`config.mk`:
```
export PLATFORM = sky130hd
export DESIGN_NAME = mbt_timing
export DESIGN_NICKNAME = d
export VERILOG_FILES = /design/src/mbt_pkg.sv /design/src/mbt_tick.sv /design/src/mbt_timing.sv
export VERILOG_INCLUDE_DIRS = /design/src /design/src/src
export SDC_FILE = /design/constraint.sdc
export NUM_CORES = 1
export LEC_CHECK = 0
export BUFFER_PORTS_ARGS = -buffer_cell sky130_fd_sc_hd__buf_2
export CORE_ASPECT_RATIO = 1.75
export CORE_MARGIN = 2
export CORE_UTILIZATION = 45
export CTS_CLUSTER_SIZE = 16
export DETAILED_ROUTE_END_ITERATION = 10
export SLEW_MARGIN = 20
export SYNTH_ARGS = -nofsm -noshare
export SYNTH_HDL_FRONTEND = slang
export SYNTH_HIERARCHICAL = 1
export SYNTH_SLANG_ARGS = --single-unit
```
`constraint.sdc`:
```
create_clock -name clk_in -period 5.9 [get_ports clk_in]
set_clock_uncertainty 0.05 [all_clocks]
set_input_delay 1.18 -clock clk_in [delete_from_list [all_inputs] [get_ports clk_in]]
set_output_delay 1.18 -clock clk_in [all_outputs]
set_load 0.01 [all_outputs]
```
`src/mbt_map.svh`:
```
`ifndef MBT_MAP_SVH
`define MBT_MAP_SVH
// ----------------------------------------
// clock and time bases
// ----------------------------------------
`define MBT_CLK_NS 10
`define MBT_CLK_HZ 100000000
`define MBT_MS_NS 1000000
`define MBT_US_NS 1000
// half-bit ticks per half character: 11-bit character
`define MBT_HALF_BITS 4'hB
// ----------------------------------------
// register offsets
// ----------------------------------------
`define MBT_OFS_CTRL 8'h00
`define MBT_OFS_START 8'h04
`define MBT_OFS_RETRY 8'h08
`define MBT_OFS_RESP 8'h0C
`define MBT_OFS_IFD 8'h10
`define MBT_OFS_ICT 8'h14
`define MBT_OFS_BAUD 8'h18
`define MBT_OFS_STATUS 8'h1C
// ----------------------------------------
// reset values and ranges
// ----------------------------------------
`define MBT_RST_START 17'h00000
`define MBT_RST_RETRY 3'h3
`define MBT_RST_RESP 17'h003E8
`define MBT_RST_BAUD 24'h002580
`define MBT_MAX_START 17'h07530
`define MBT_MAX_RETRY 3'h5
`define MBT_MIN_RESP 17'h0000A
`define MBT_MAX_RESP 17'h1D4C0
`define MBT_MIN_GAP 17'h0000A
`define MBT_MAX_GAP 17'h001F4
// ----------------------------------------
// gap defaults
// ----------------------------------------
`define MBT_BAUD_LIMIT 24'h004B00
`define MBT_IFD_HALF 17'h00007
`define MBT_ICT_HALF 17'h00003
`define MBT_FAST_IFD_US 17'h006D6
`define MBT_FAST_ICT_US 17'h002EE
`endif

```
`src/mbt_pkg.sv`:
```
`default_nettype none
package mbt_pkg;
    typedef enum logic [2:0] {st_init, st_idle, st_send, st_wait, st_gap} mbt_state_e;
    typedef enum logic [1:0] {unit_ms, unit_half, unit_us} mbt_unit_e;
    typedef struct packed {
        mbt_unit_e unit;
        logic [16:0] count;
    } mbt_lim_s;
    typedef struct packed {
        logic [27:0] acc;
        logic [19:0] ms_cnt;
        logic [11:0] us_cnt;
        logic [3:0] hbit;
        logic ms_tick;
        logic us_tick;
        logic half_tick;
    } mbt_tick_s;
    typedef struct packed {
        mbt_state_e state;
        logic mode;
        logic [16:0] start_cfg;
        logic [2:0] retry_cfg;
        logic [16:0] resp_cfg;
        logic [16:0] ifd_cfg;
        logic [16:0] ict_cfg;
        logic [23:0] baud_cfg;
        logic [16:0] tmr_cnt;
        logic [16:0] ich_cnt;
        logic [2:0] attempt;
        logic rx_active;
        logic rx_drop;
        logic [7:0] tmo_total;
        logic [7:0] drop_total;
        logic [31:0] prdata;
        logic pready;
        logic pslverr;
        logic tx_start;
        logic req_take;
        logic resp_ok;
        logic timeout;
        logic discard;
    } mbt_regs_s;
endpackage
`default_nettype wire

```
`src/mbt_tick.sv`:
```
`include "mbt_map.svh"
`default_nettype none
module mbt_tick #(
    parameter int MS_CYCLES = `MBT_MS_NS / `MBT_CLK_NS,
    parameter int US_CYCLES = `MBT_US_NS / `MBT_CLK_NS,
    parameter int CLK_HZ = `MBT_CLK_HZ
) (
    // clock and reset
    input wire logic clk_in,
    input wire logic arst_n_in,
    // rate
    input wire logic [23:0] baud_in,
    // ticks
    output logic ms_tick_out,
    output logic us_tick_out,
    output logic half_char_out
);
    mbt_pkg::mbt_tick_s t_reg;
    mbt_pkg::mbt_tick_s t_next;

    always_comb begin
        logic [28:0] sum;
        sum = {1'b0, t_reg.acc} + {4'h0, baud_in, 1'b0};
        t_next = t_reg;
        t_next.ms_tick = 1'b0;
        t_next.us_tick = 1'b0;
        t_next.half_tick = 1'b0;
        // fractional accumulator: one step per half bit, no divider needed
        if (sum >= 29'(CLK_HZ)) begin
            t_next.acc = 28'(sum - 29'(CLK_HZ));
            if (t_reg.hbit == `MBT_HALF_BITS - 4'h1) begin
                t_next.hbit = 4'h0;
                t_next.half_tick = 1'b1;
            end else begin
                t_next.hbit = t_reg.hbit + 4'h1;
            end
        end else begin
            t_next.acc = sum[27:0];
        end
        if (t_reg.ms_cnt == 20'(MS_CYCLES - 1)) begin
            t_next.ms_cnt = 20'h00000;
            t_next.ms_tick = 1'b1;
        end else begin
            t_next.ms_cnt = t_reg.ms_cnt + 20'h00001;
        end
        if (t_reg.us_cnt == 12'(US_CYCLES - 1)) begin
            t_next.us_cnt = 12'h000;
            t_next.us_tick = 1'b1;
        end else begin
            t_next.us_cnt = t_reg.us_cnt + 12'h001;
        end
    end

    always_ff @(posedge clk_in or negedge arst_n_in) begin
        if (!arst_n_in) begin
            t_reg <= '0;
        end else begin
            t_reg <= t_next;
        end
    end

    assign ms_tick_out = t_reg.ms_tick;
    assign us_tick_out = t_reg.us_tick;
    assign half_char_out = t_reg.half_tick;
endmodule
`default_nettype wire

```
`src/mbt_timing.sv`:
```
// The APB slave port and the register addresses are this design's own decisions.
`include "mbt_map.svh"
`default_nettype none

module mbt_timing #(
    parameter int MS_CYCLES = `MBT_MS_NS / `MBT_CLK_NS
) (
    // clock and reset
    input wire logic clk_in,
    input wire logic arst_n_in,
    // apb slave
    input wire logic psel_in,
    input wire logic penable_in,
    input wire logic pwrite_in,
    input wire logic [7:0] paddr_in,
    input wire logic [31:0] pwdata_in,
    output logic [31:0] prdata_out,
    output logic pready_out,
    output logic pslverr_out,
    // request queue and transmitter
    input wire logic req_valid_in,
    input wire logic tx_done_in,
    output logic tx_start_out,
    output logic req_take_out,
    // receiver
    input wire logic rx_char_in,
    input wire logic rx_frame_end_in,
    // status
    output logic ascii_mode_out,
    output logic resp_ok_out,
    output logic timeout_out,
    output logic discard_out
);
    // ----------------------------------------
    // helpers
    // ----------------------------------------
    function automatic logic [16:0] clamp17(input logic [16:0] v, input logic [16:0] lo,
                                            input logic [16:0] hi);
        if (v < lo) begin
            return lo;
        end else if (v > hi) begin
            return hi;
        end
        return v;
    endfunction

    function automatic logic [16:0] gap_cfg(input logic [31:0] w);
        // zero keeps the character-based default
        if (w[31:17] != 15'h0000 || w[16:0] > `MBT_MAX_GAP) begin
            return `MBT_MAX_GAP;
        end else if (w[16:0] == 17'h00000) begin
            return 17'h00000;
        end
        return clamp17(w[16:0], `MBT_MIN_GAP, `MBT_MAX_GAP);
    endfunction

    function automatic mbt_pkg::mbt_lim_s gap_lim(input logic [16:0] cfg, input logic [23:0] baud,
                                                  input logic [16:0] halves, input logic [16:0] fast_us);
        mbt_pkg::mbt_lim_s l;
        if (baud > `MBT_BAUD_LIMIT) begin
            l.unit = mbt_pkg::unit_us;
            l.count = fast_us;
        end else if (cfg == 17'h00000) begin
            l.unit = mbt_pkg::unit_half;
            l.count = halves;
        end else begin
            l.unit = mbt_pkg::unit_ms;
            l.count = cfg;
        end
        return l;
    endfunction

    function automatic logic tick_sel(input mbt_pkg::mbt_unit_e u, input logic ms, input logic half,
                                      input logic us);
        case (u)
            mbt_pkg::unit_ms: return ms;
            mbt_pkg::unit_half: return half;
            mbt_pkg::unit_us: return us;
            default: return 1'b0;
        endcase
    endfunction

    function automatic logic [16:0] inc17(input logic [16:0] v);
        return (v == 17'h1FFFF) ? v : v + 17'h00001;
    endfunction

    // ----------------------------------------
    // time bases
    // ----------------------------------------
    mbt_pkg::mbt_regs_s s_reg;
    mbt_pkg::mbt_regs_s s_next;
    mbt_pkg::mbt_lim_s lim_ifd;
    mbt_pkg::mbt_lim_s lim_ict;
    logic ms_tick;
    logic us_tick;
    logic half_tick;

    mbt_tick #(
        .MS_CYCLES(MS_CYCLES)
    ) u_tick (
        .clk_in(clk_in),
        .arst_n_in(arst_n_in),
        .baud_in(s_reg.baud_cfg),
        .ms_tick_out(ms_tick),
        .us_tick_out(us_tick),
        .half_char_out(half_tick)
    );

    assign lim_ifd = gap_lim(s_reg.ifd_cfg, s_reg.baud_cfg, `MBT_IFD_HALF, `MBT_FAST_IFD_US);
    assign lim_ict = gap_lim(s_reg.ict_cfg, s_reg.baud_cfg, `MBT_ICT_HALF, `MBT_FAST_ICT_US);

    // ----------------------------------------
    // next state
    // ----------------------------------------
    always_comb begin
        logic frame_good;
        logic ich_tick;
        frame_good = 1'b0;
        ich_tick = tick_sel(lim_ict.unit, ms_tick, half_tick, us_tick);
        s_next = s_reg;
        s_next.tx_start = 1'b0;
        s_next.req_take = 1'b0;
        s_next.resp_ok = 1'b0;
        s_next.timeout = 1'b0;
        s_next.discard = 1'b0;
        s_next.pready = 1'b0;

        // apb: answer one cycle into the access phase, write lands on that edge
        if (psel_in && penable_in && !s_reg.pready) begin
            s_next.pready = 1'b1;
            s_next.pslverr = 1'b0;
            s_next.prdata = 32'h00000000;
            case (paddr_in)
                `MBT_OFS_CTRL: s_next.prdata = {31'h00000000, s_reg.mode};
                `MBT_OFS_START: s_next.prdata = {15'h0000, s_reg.start_cfg};
                `MBT_OFS_RETRY: s_next.prdata = {29'h00000000, s_reg.retry_cfg};
                `MBT_OFS_RESP: s_next.prdata = {15'h0000, s_reg.resp_cfg};
                `MBT_OFS_IFD: s_next.prdata = {15'h0000, s_reg.ifd_cfg};
                `MBT_OFS_ICT: s_next.prdata = {15'h0000, s_reg.ict_cfg};
                `MBT_OFS_BAUD: s_next.prdata = {8'h00, s_reg.baud_cfg};
                `MBT_OFS_STATUS: s_next.prdata = {s_reg.drop_total, s_reg.tmo_total, 7'h00, s_reg.rx_drop,
                                                  s_reg.rx_active, s_reg.attempt, 1'b0, s_reg.state};
                default: s_next.pslverr = 1'b1;
            endcase
        end
        if (psel_in && penable_in && s_reg.pready && pwrite_in) begin
            case (paddr_in)
                `MBT_OFS_CTRL: s_next.mode = pwdata_in[0];
                `MBT_OFS_START: begin
                    s_next.start_cfg = (pwdata_in[31:17] != 15'h0000) ? `MBT_MAX_START
                                     : clamp17(pwdata_in[16:0], 17'h00000, `MBT_MAX_START);
                end
                `MBT_OFS_RETRY: begin
                    s_next.retry_cfg = (pwdata_in[31:3] != 29'h00000000 || pwdata_in[2:0] > `MBT_MAX_RETRY)
                                     ? `MBT_MAX_RETRY : pwdata_in[2:0];
                end
                `MBT_OFS_RESP: begin
                    s_next.resp_cfg = (pwdata_in[31:17] != 15'h0000) ? `MBT_MAX_RESP
                                    : clamp17(pwdata_in[16:0], `MBT_MIN_RESP, `MBT_MAX_RESP);
                end
                `MBT_OFS_IFD: s_next.ifd_cfg = gap_cfg(pwdata_in);
                `MBT_OFS_ICT: s_next.ict_cfg = gap_cfg(pwdata_in);
                `MBT_OFS_BAUD: s_next.baud_cfg = pwdata_in[23:0];
                default: s_next.mode = s_reg.mode;
            endcase
        end

        // receive frame watch; ascii has no character timeout
        if (rx_frame_end_in) begin
            frame_good = s_reg.rx_active && !s_reg.rx_drop;
            s_next.rx_active = 1'b0;
            s_next.rx_drop = 1'b0;
            s_next.ich_cnt = 17'h00000;
        end else if (rx_char_in) begin
            s_next.rx_active = 1'b1;
            s_next.ich_cnt = 17'h00000;
        end else if (s_reg.rx_active) begin
            if (!s_reg.mode && !s_reg.rx_drop && s_reg.ich_cnt > lim_ict.count) begin
                // rest of the frame is swallowed until its end marker
                s_next.rx_drop = 1'b1;
                s_next.discard = 1'b1;
                s_next.drop_total = s_reg.drop_total + 8'h01;
            end else if (ich_tick) begin
                s_next.ich_cnt = inc17(s_reg.ich_cnt);
            end
        end

        // request sequencing
        case (s_reg.state)
            mbt_pkg::st_init: begin
                if (s_reg.tmr_cnt >= s_reg.start_cfg) begin
                    s_next.state = mbt_pkg::st_idle;
                    s_next.tmr_cnt = 17'h00000;
                end else if (ms_tick) begin
                    s_next.tmr_cnt = inc17(s_reg.tmr_cnt);
                end
            end
            mbt_pkg::st_idle: begin
                if (req_valid_in) begin
                    s_next.state = mbt_pkg::st_send;
                    s_next.tx_start = 1'b1;
                    s_next.attempt = 3'h1;
                end
            end
            mbt_pkg::st_send: begin
                if (tx_done_in) begin
                    s_next.state = mbt_pkg::st_wait;
                    s_next.tmr_cnt = 17'h00000;
                end
            end
            mbt_pkg::st_wait: begin
                if (frame_good) begin
                    s_next.resp_ok = 1'b1;
                    s_next.req_take = 1'b1;
                    s_next.attempt = 3'h0;
                    s_next.tmr_cnt = 17'h00000;
                    s_next.state = s_reg.mode ? mbt_pkg::st_idle : mbt_pkg::st_gap;
                // one extra tick so a partial first tick never shortens the wait
                end else if (s_reg.tmr_cnt > s_reg.resp_cfg) begin
                    if (s_reg.attempt <= s_reg.retry_cfg) begin
                        // same request again; queue is not advanced
                        s_next.state = mbt_pkg::st_send;
                        s_next.tx_start = 1'b1;
                        s_next.attempt = s_reg.attempt + 3'h1;
                    end else begin
                        s_next.state = mbt_pkg::st_idle;
                        s_next.timeout = 1'b1;
                        s_next.req_take = 1'b1;
                        s_next.attempt = 3'h0;
                        s_next.tmo_total = s_reg.tmo_total + 8'h01;
                    end
                end else if (ms_tick) begin
                    s_next.tmr_cnt = inc17(s_reg.tmr_cnt);
                end
            end
            mbt_pkg::st_gap: begin
                if (s_reg.tmr_cnt > lim_ifd.count) begin
                    s_next.state = mbt_pkg::st_idle;
                end else if (tick_sel(lim_ifd.unit, ms_tick, half_tick, us_tick)) begin
                    s_next.tmr_cnt = inc17(s_reg.tmr_cnt);
                end
            end
            default: s_next.state = mbt_pkg::st_idle;
        endcase
    end

    // ----------------------------------------
    // state register
    // ----------------------------------------
    always_ff @(posedge clk_in or negedge arst_n_in) begin
        if (!arst_n_in) begin
            s_reg <= '0;
            s_reg.state <= mbt_pkg::st_init;
            s_reg.mode <= 1'b0;
            s_reg.start_cfg <= `MBT_RST_START;
            s_reg.retry_cfg <= `MBT_RST_RETRY;
            s_reg.resp_cfg <= `MBT_RST_RESP;
            s_reg.baud_cfg <= `MBT_RST_BAUD;
        end else begin
            s_reg <= s_next;
        end
    end

    assign prdata_out = s_reg.prdata;
    assign pready_out = s_reg.pready;
    assign pslverr_out = s_reg.pslverr;
    assign tx_start_out = s_reg.tx_start;
    assign req_take_out = s_reg.req_take;
    assign ascii_mode_out = s_reg.mode;
    assign resp_ok_out = s_reg.resp_ok;
    assign timeout_out = s_reg.timeout;
    assign discard_out = s_reg.discard;
endmodule
`default_nettype wire

```
==> metrics, run 1 <==
EDFF count, synth 0; achievable frequency 213 MHz; pin count of the biggest net entering global routing 106; crit path kind reg -> reg; max reg flops 153; port bufs 88; register area share after synthesis 41.8%; dpl hpwl 36.7 mm; GRT met2 Usage 50.6%; first-pass GRT wire length 74.7 mm; starting density of the core 45.4%; Starting DRT DRC Count 1069; CTS Buf Count 26; All-Layer GR Usage 27.0%; clk_lat worst skew 0.57 ns; Area contributors post-synth dfrtp_1, ha_1, nand2_1; R2R Setup Slk 1.19 ns; Max Cap Viol 0; R2R Path Start s_reg[116]; CP Launch Type register; initial antenna violation count 1; htree depth 1; die area 36100 sq um; total grt overflow 0; Yosys Warn Count 6; Post-layout nets 1861; Post-Syn Area per Cell 9.29 sq um; critical path data arrival time 5.09 ns; Worst setup EP type register; via count of the routed design 13093; Pwr Total 4.31 mW; cell count after synthesis 1672; post-route minimum period 4.71 ns; Die Wd 144 um; maximum clock insertion buffer count 3; HP Class reg -> reg; Layout fillers 3296; Core Rows 90; layout cells sized above 1 12.3%; # hold bufs at CTS 0; wire per inst 22.1 um; Worst-Margin Slew 1.06 ns; Clock transition at path regs 0.07 ns; cell with the most instances after synthesis dfrtp_1; unrepaired setup endpoints after global routing no; CTS tree yes; largest area contributor in the netlist dfrtp_1; maximum VDD drop 0.223 mV; R2R depth 14; vias in the first global route 13075; clk sinks 259; setup TNS 0 ns; RR Endpoint s_reg[87]; global route hottest layer met2; fin crit share 79.8%; hold_sp prdata_out[26]; Final Hold Fails 0; Leak 8.21 nW; CORE AREA 34200 sq um; final WL 48.4 mm; Post-CTS Setup Bufs 0; post-CTS sizing 0; hold-critical path depth 2; Post-synth top flop dfrtp_1; mapped cell area 15500 sq um; Yosys cell types 86; DRT Pass-1 Iters 7; Setup-failing EPs final 0; met3 GRT Util 2.82%; post-route ant nets 0; DRC 0; Max-Slew Margin vs Limit 29.3%; met1 Use GR 28.9%; Final Slew Violations 0; Die Ht 250 um; area fraction of the dominant cell type after synthesis 39.8%; ys async rst share 100%; hold path endpoint prdata_out[26]; synthesized net count 1826; RePlAce Congestion 0.946; Via density 5.98; Yosys reg bits 259; Area Overhead vs Synth 10.3%; CP max FO 24; synth cell count leaders dfrtp_1, nand2_1, nor2_1; critical path data required time 6.29 ns; clk root buf clkbuf_16; # IOs 89; P per Cell Area 251 nW/um^2; status completed
[where the power goes]
part	internal, mW	switching, mW	leakage, nW
clock network	1.13	0.783	0.471
registers	1.81	0.0673	3.40
logic	0.172	0.346	4.34
[layout make-up]
cell class	count	area, sq um	share of cell area (%)
diodes	1	2.50	0.0146
inverters	73	274	1.60
flip-flops and latches	259	6500	37.9
clock inverters	17	262	1.53
repair buffers	98	538	3.14
multi-input cells	1249	8290	48.3
clock buffers	31	709	4.14
well taps	460	576	3.36
[cells in the final DEF, fill, tap and decap left out, types with 30 or more instances in the layout]
cell type  count
nand2_1      177
ha_1         104
nand3_1       65
nand4_1       36
inv_1         72
and3_1        30
buf_2         87
a22oi_1       30
dfrtp_1      247
o21ai_0       92
nor2_1       134
xnor2_1       62
a21o_1        32
a21oi_1      100
[layer usage]
layer  part of all wire [%]  vias up
li1                       -     6105
met1                     36     6461
met2                     54      391
met3                    3.7      136
met4                    6.4        0
met5                      0        -
[worst max-delay path by stage]
| stage | startpoint | end | cells past startpoint |
|---|---|---|---|
| CTS | s_reg[116] | s_reg[87] | 14 |
| finish | s_reg[116] | s_reg[87] | 14 |
| global route | s_reg[116] | s_reg[87] | 14 |
| global placement | s_reg[116] | s_reg[87] | 14 |
| detailed placement | s_reg[116] | s_reg[87] | 14 |
| floorplan | s_reg[116] | s_reg[66] | 15 |
[through the flow]
step	setup slack (ns)	instances	util, %	area [sq um]	hold slack, ns
after detailed placement	1.16	2139	47.2	16200	0.400
after global routing	0.769	2187	50.1	17100	0.430
after CTS	1.18	2187	50.1	17100	0.414
after floorplan	2.16	1672	-	15500	0.388
final	1.19	2188	50.1	17100	0.412
after global placement	1.27	2139	47.2	16200	0.399
[cell families (layout without fill, tap and decap cells)]
group | after synthesis | count (layout) | share of synthesized area (%)
simple gates | 607 | 607 | 19.3
compound gates | 413 | 413 | 17.9
flops | 259 | 259 | 41.8
buf+inv | 164 | 219 | 4.90
fa+ha+maj | 105 | 105 | 8.50
xor+xnor | 89 | 89 | 5.02
mux | 35 | 35 | 2.54
other cells | 0 | 1 | 0
[critical path: stages (launching register included)]
cell      delay, ns
dfrtp_1        0.41
or4_1          0.54
nor2_1         0.23
nand2_1        0.42
nor2_1         0.40
nand2_1        0.10
ha_1           0.30
nand4_1        0.14
nor3_1         0.25
nand4_1        0.15
nand2_1        0.09
a21oi_1        0.05
a211o_1        0.56
nand2b_1       0.46
o41ai_1        0.41
Power figures use the tool's default switching activity.
==> inputs of run 2 (changes only) <==
clock period = 4.4 ns   (was 5.9 ns; I/O delays follow)
==> run 2 against run 1 <==
Against the previous run: count of clock-buffer cells in the layout grew 5; worst hold slack lost 0.20 ns; power is 29% higher; largest cell class unchanged; largest power group is now sequential cells.
==> metrics, run 2 (synthesis results as in run 1) <==
status completed; R2R Setup Slk 0.28 ns (-0.91 ns); CTS tree yes; Final Hold Fails 0 (unchanged); initial antenna violation count 0 (-1); RR Endpoint s_reg[75]; Setup-failing EPs final 0 (unchanged); Max-Slew Margin vs Limit 27.6% (-1.7 points); unrepaired setup endpoints after global routing no; port bufs 88 (unchanged); DRC 0 (unchanged); wire per inst 21.7 um (-1.9%); setup TNS 0 ns (unchanged); Clock transition at path regs 0.07 ns (about the same); Core Rows 90 (unchanged); post-route ant nets 0 (unchanged); Worst setup EP type register; max reg flops 153 (unchanged); pin count of the biggest net entering global routing 86 (-19%); first-pass GRT wire length 74.1 mm (-0.80%); Area Overhead vs Synth 11.5%; met3 GRT Util 2.86% (+0.038 points); met1 Use GR 28.1% (-0.82 points); RePlAce Congestion 0.954 (+0.91%); global route hottest layer met2; final WL 48.1 mm (-0.51%); crit path kind reg -> reg; layout cells sized above 1 13.7% (+1.4 points); Max Cap Viol 0 (unchanged); maximum VDD drop 0.271 mV (+22%); critical path data required time 4.85 ns (-1.44 ns); Die Ht 250 um (unchanged); achievable frequency 243 MHz (+14%); via count of the routed design 13162 (+0.53%); critical path data arrival time 4.57 ns (-0.52 ns); Layout fillers 3336 (+1.2%); Leak 8.33 nW (+1.5%); clk sinks 259 (unchanged); R2R depth 13 (-1); R2R Path Start s_reg[116]; htree depth 1 (unchanged); commonest non-fill, non-tap cell in the layout dfrtp_1; Die Wd 144 um (unchanged); CP max FO 8 (-67%); Post-layout nets 1892 (+1.7%); Pwr Total 5.56 mW (+29%); ANT cells 0 (-1); dpl hpwl 37.1 mm (+1.2%); Final Slew Violations 0 (unchanged); starting density of the core 45.4% (unchanged); P per Cell Area 321 nW/um^2 (+28%); CTS Buf Count 27 (+3.8%); DRT Pass-1 Iters 5 (-2); total grt overflow 0 (unchanged); Via density 5.93 (-0.83%); # IOs 89 (unchanged); post-route minimum period 4.12 ns (-0.590 ns); clk root buf clkbuf_16; clk_lat worst skew 0.58 ns (about the same); HP Class in -> async; maximum clock insertion buffer count 3 (unchanged); fin crit share 93.5% (+14 points); CP Launch Type register; Worst-Margin Slew 1.09 ns (+0.0259 ns); vias in the first global route 13086 (+0.084%); most frequent cells in the layout dfrtp_1, nand2_1, nor2_1; CORE AREA 34200 sq um (unchanged); GRT met2 Usage 49.2% (-1.4 points); All-Layer GR Usage 26.8% (-0.21 points); Starting DRT DRC Count 725 (-32%); die area 36100 sq um (unchanged)
==> run 2: changes by cell type in the layout (fill, tap and decap cells not counted), sizes merged <==
| cell | change |
|---|---|
| buf | +29 |
| clkbuf | +5 |
| bufinv | -4 |
| inv | +3 |
| clkinvlp | -2 |
| a21boi | +1 |
| clkinv | -1 |
| diode | -1 |
==> run 2: final cells by class <==
cell class | instances | area, sq um | area share (%)
Multi-Input combinational cell | 1250 | 8300 | 48.0
Sequential cell | 259 | 6500 | 37.5
Timing Repair Buffer | 127 | 781 | 4.51
Clock buffer | 36 | 739 | 4.27
Tap cell | 460 | 576 | 3.32
Inverter | 73 | 274 | 1.58
Clock inverter | 13 | 148 | 0.853
==> run 2: report_power, final <==
part,switching (mW),internal (mW),total [mW]
clock network,1.03,1.31,2.34
logic,0.458,0.244,0.702
registers,0.0852,2.43,2.52
total,1.57,3.99,5.56
==> run 2: repair_timing <==
item / 4_1_cts / 5_1_grt
gates resized for setup: 0 / 3
buffers inserted: 0 / 3
hold buffers: 0 / 0
hold endpoints to repair: 0 / 0
setup endpoints to repair: 0 / 5
==> run 2: worst max path at each step <==
stage                    start  slack [ns]   endpoint
global route        s_reg[116]        0.06  s_reg[75]
floorplan           s_reg[116]        0.66  s_reg[66]
detailed placement  s_reg[116]        0.24  s_reg[75]
finish              s_reg[116]        0.28  s_reg[75]
global placement    s_reg[116]        0.26  s_reg[75]
CTS                 s_reg[116]        0.23  s_reg[75]
==> run 2: per-stage QoR <==
step | util [%] | cells | worst slack, ns | cell area [sq um] | hold slack, ns
final | 50.6 | 2218 | 0.285 | 17300 | 0.212
after global routing | 50.6 | 2218 | 0.0649 | 17300 | 0.242
after global placement | 47.9 | 2165 | 0.264 | 16400 | 0.399
after CTS | 50.5 | 2214 | 0.232 | 17300 | 0.228
after detailed placement | 47.9 | 2165 | 0.244 | 16400 | 0.405
after floorplan | - | 1672 | 0.665 | 15500 | 0.388
==> run 2: routing by layer <==
layer | wire [um] | part of all wire, % | vias to the layer above
met2 | 25400 | 53 | 379
met5 | 0 | 0 | -
met4 | 3820 | 7.9 | 0
met3 | 1680 | 3.5 | 165
li1 | - | - | 6175
met1 | 17200 | 36 | 6443
==> run 2: critical path, cell delays in order (launching register included) <==
cell and delay (ns):
dfrtp_1 0.42, or4_1 0.55, nor2_2 0.28, a21boi_2 0.46, nand2_1 0.11, ha_1 0.31
nand4_1 0.11, nor2_1 0.16, a311oi_1 0.12, and2_1 0.17, a22o_1 0.30, or2_1 0.35
or4_1 0.49, a21oi_1 0.14
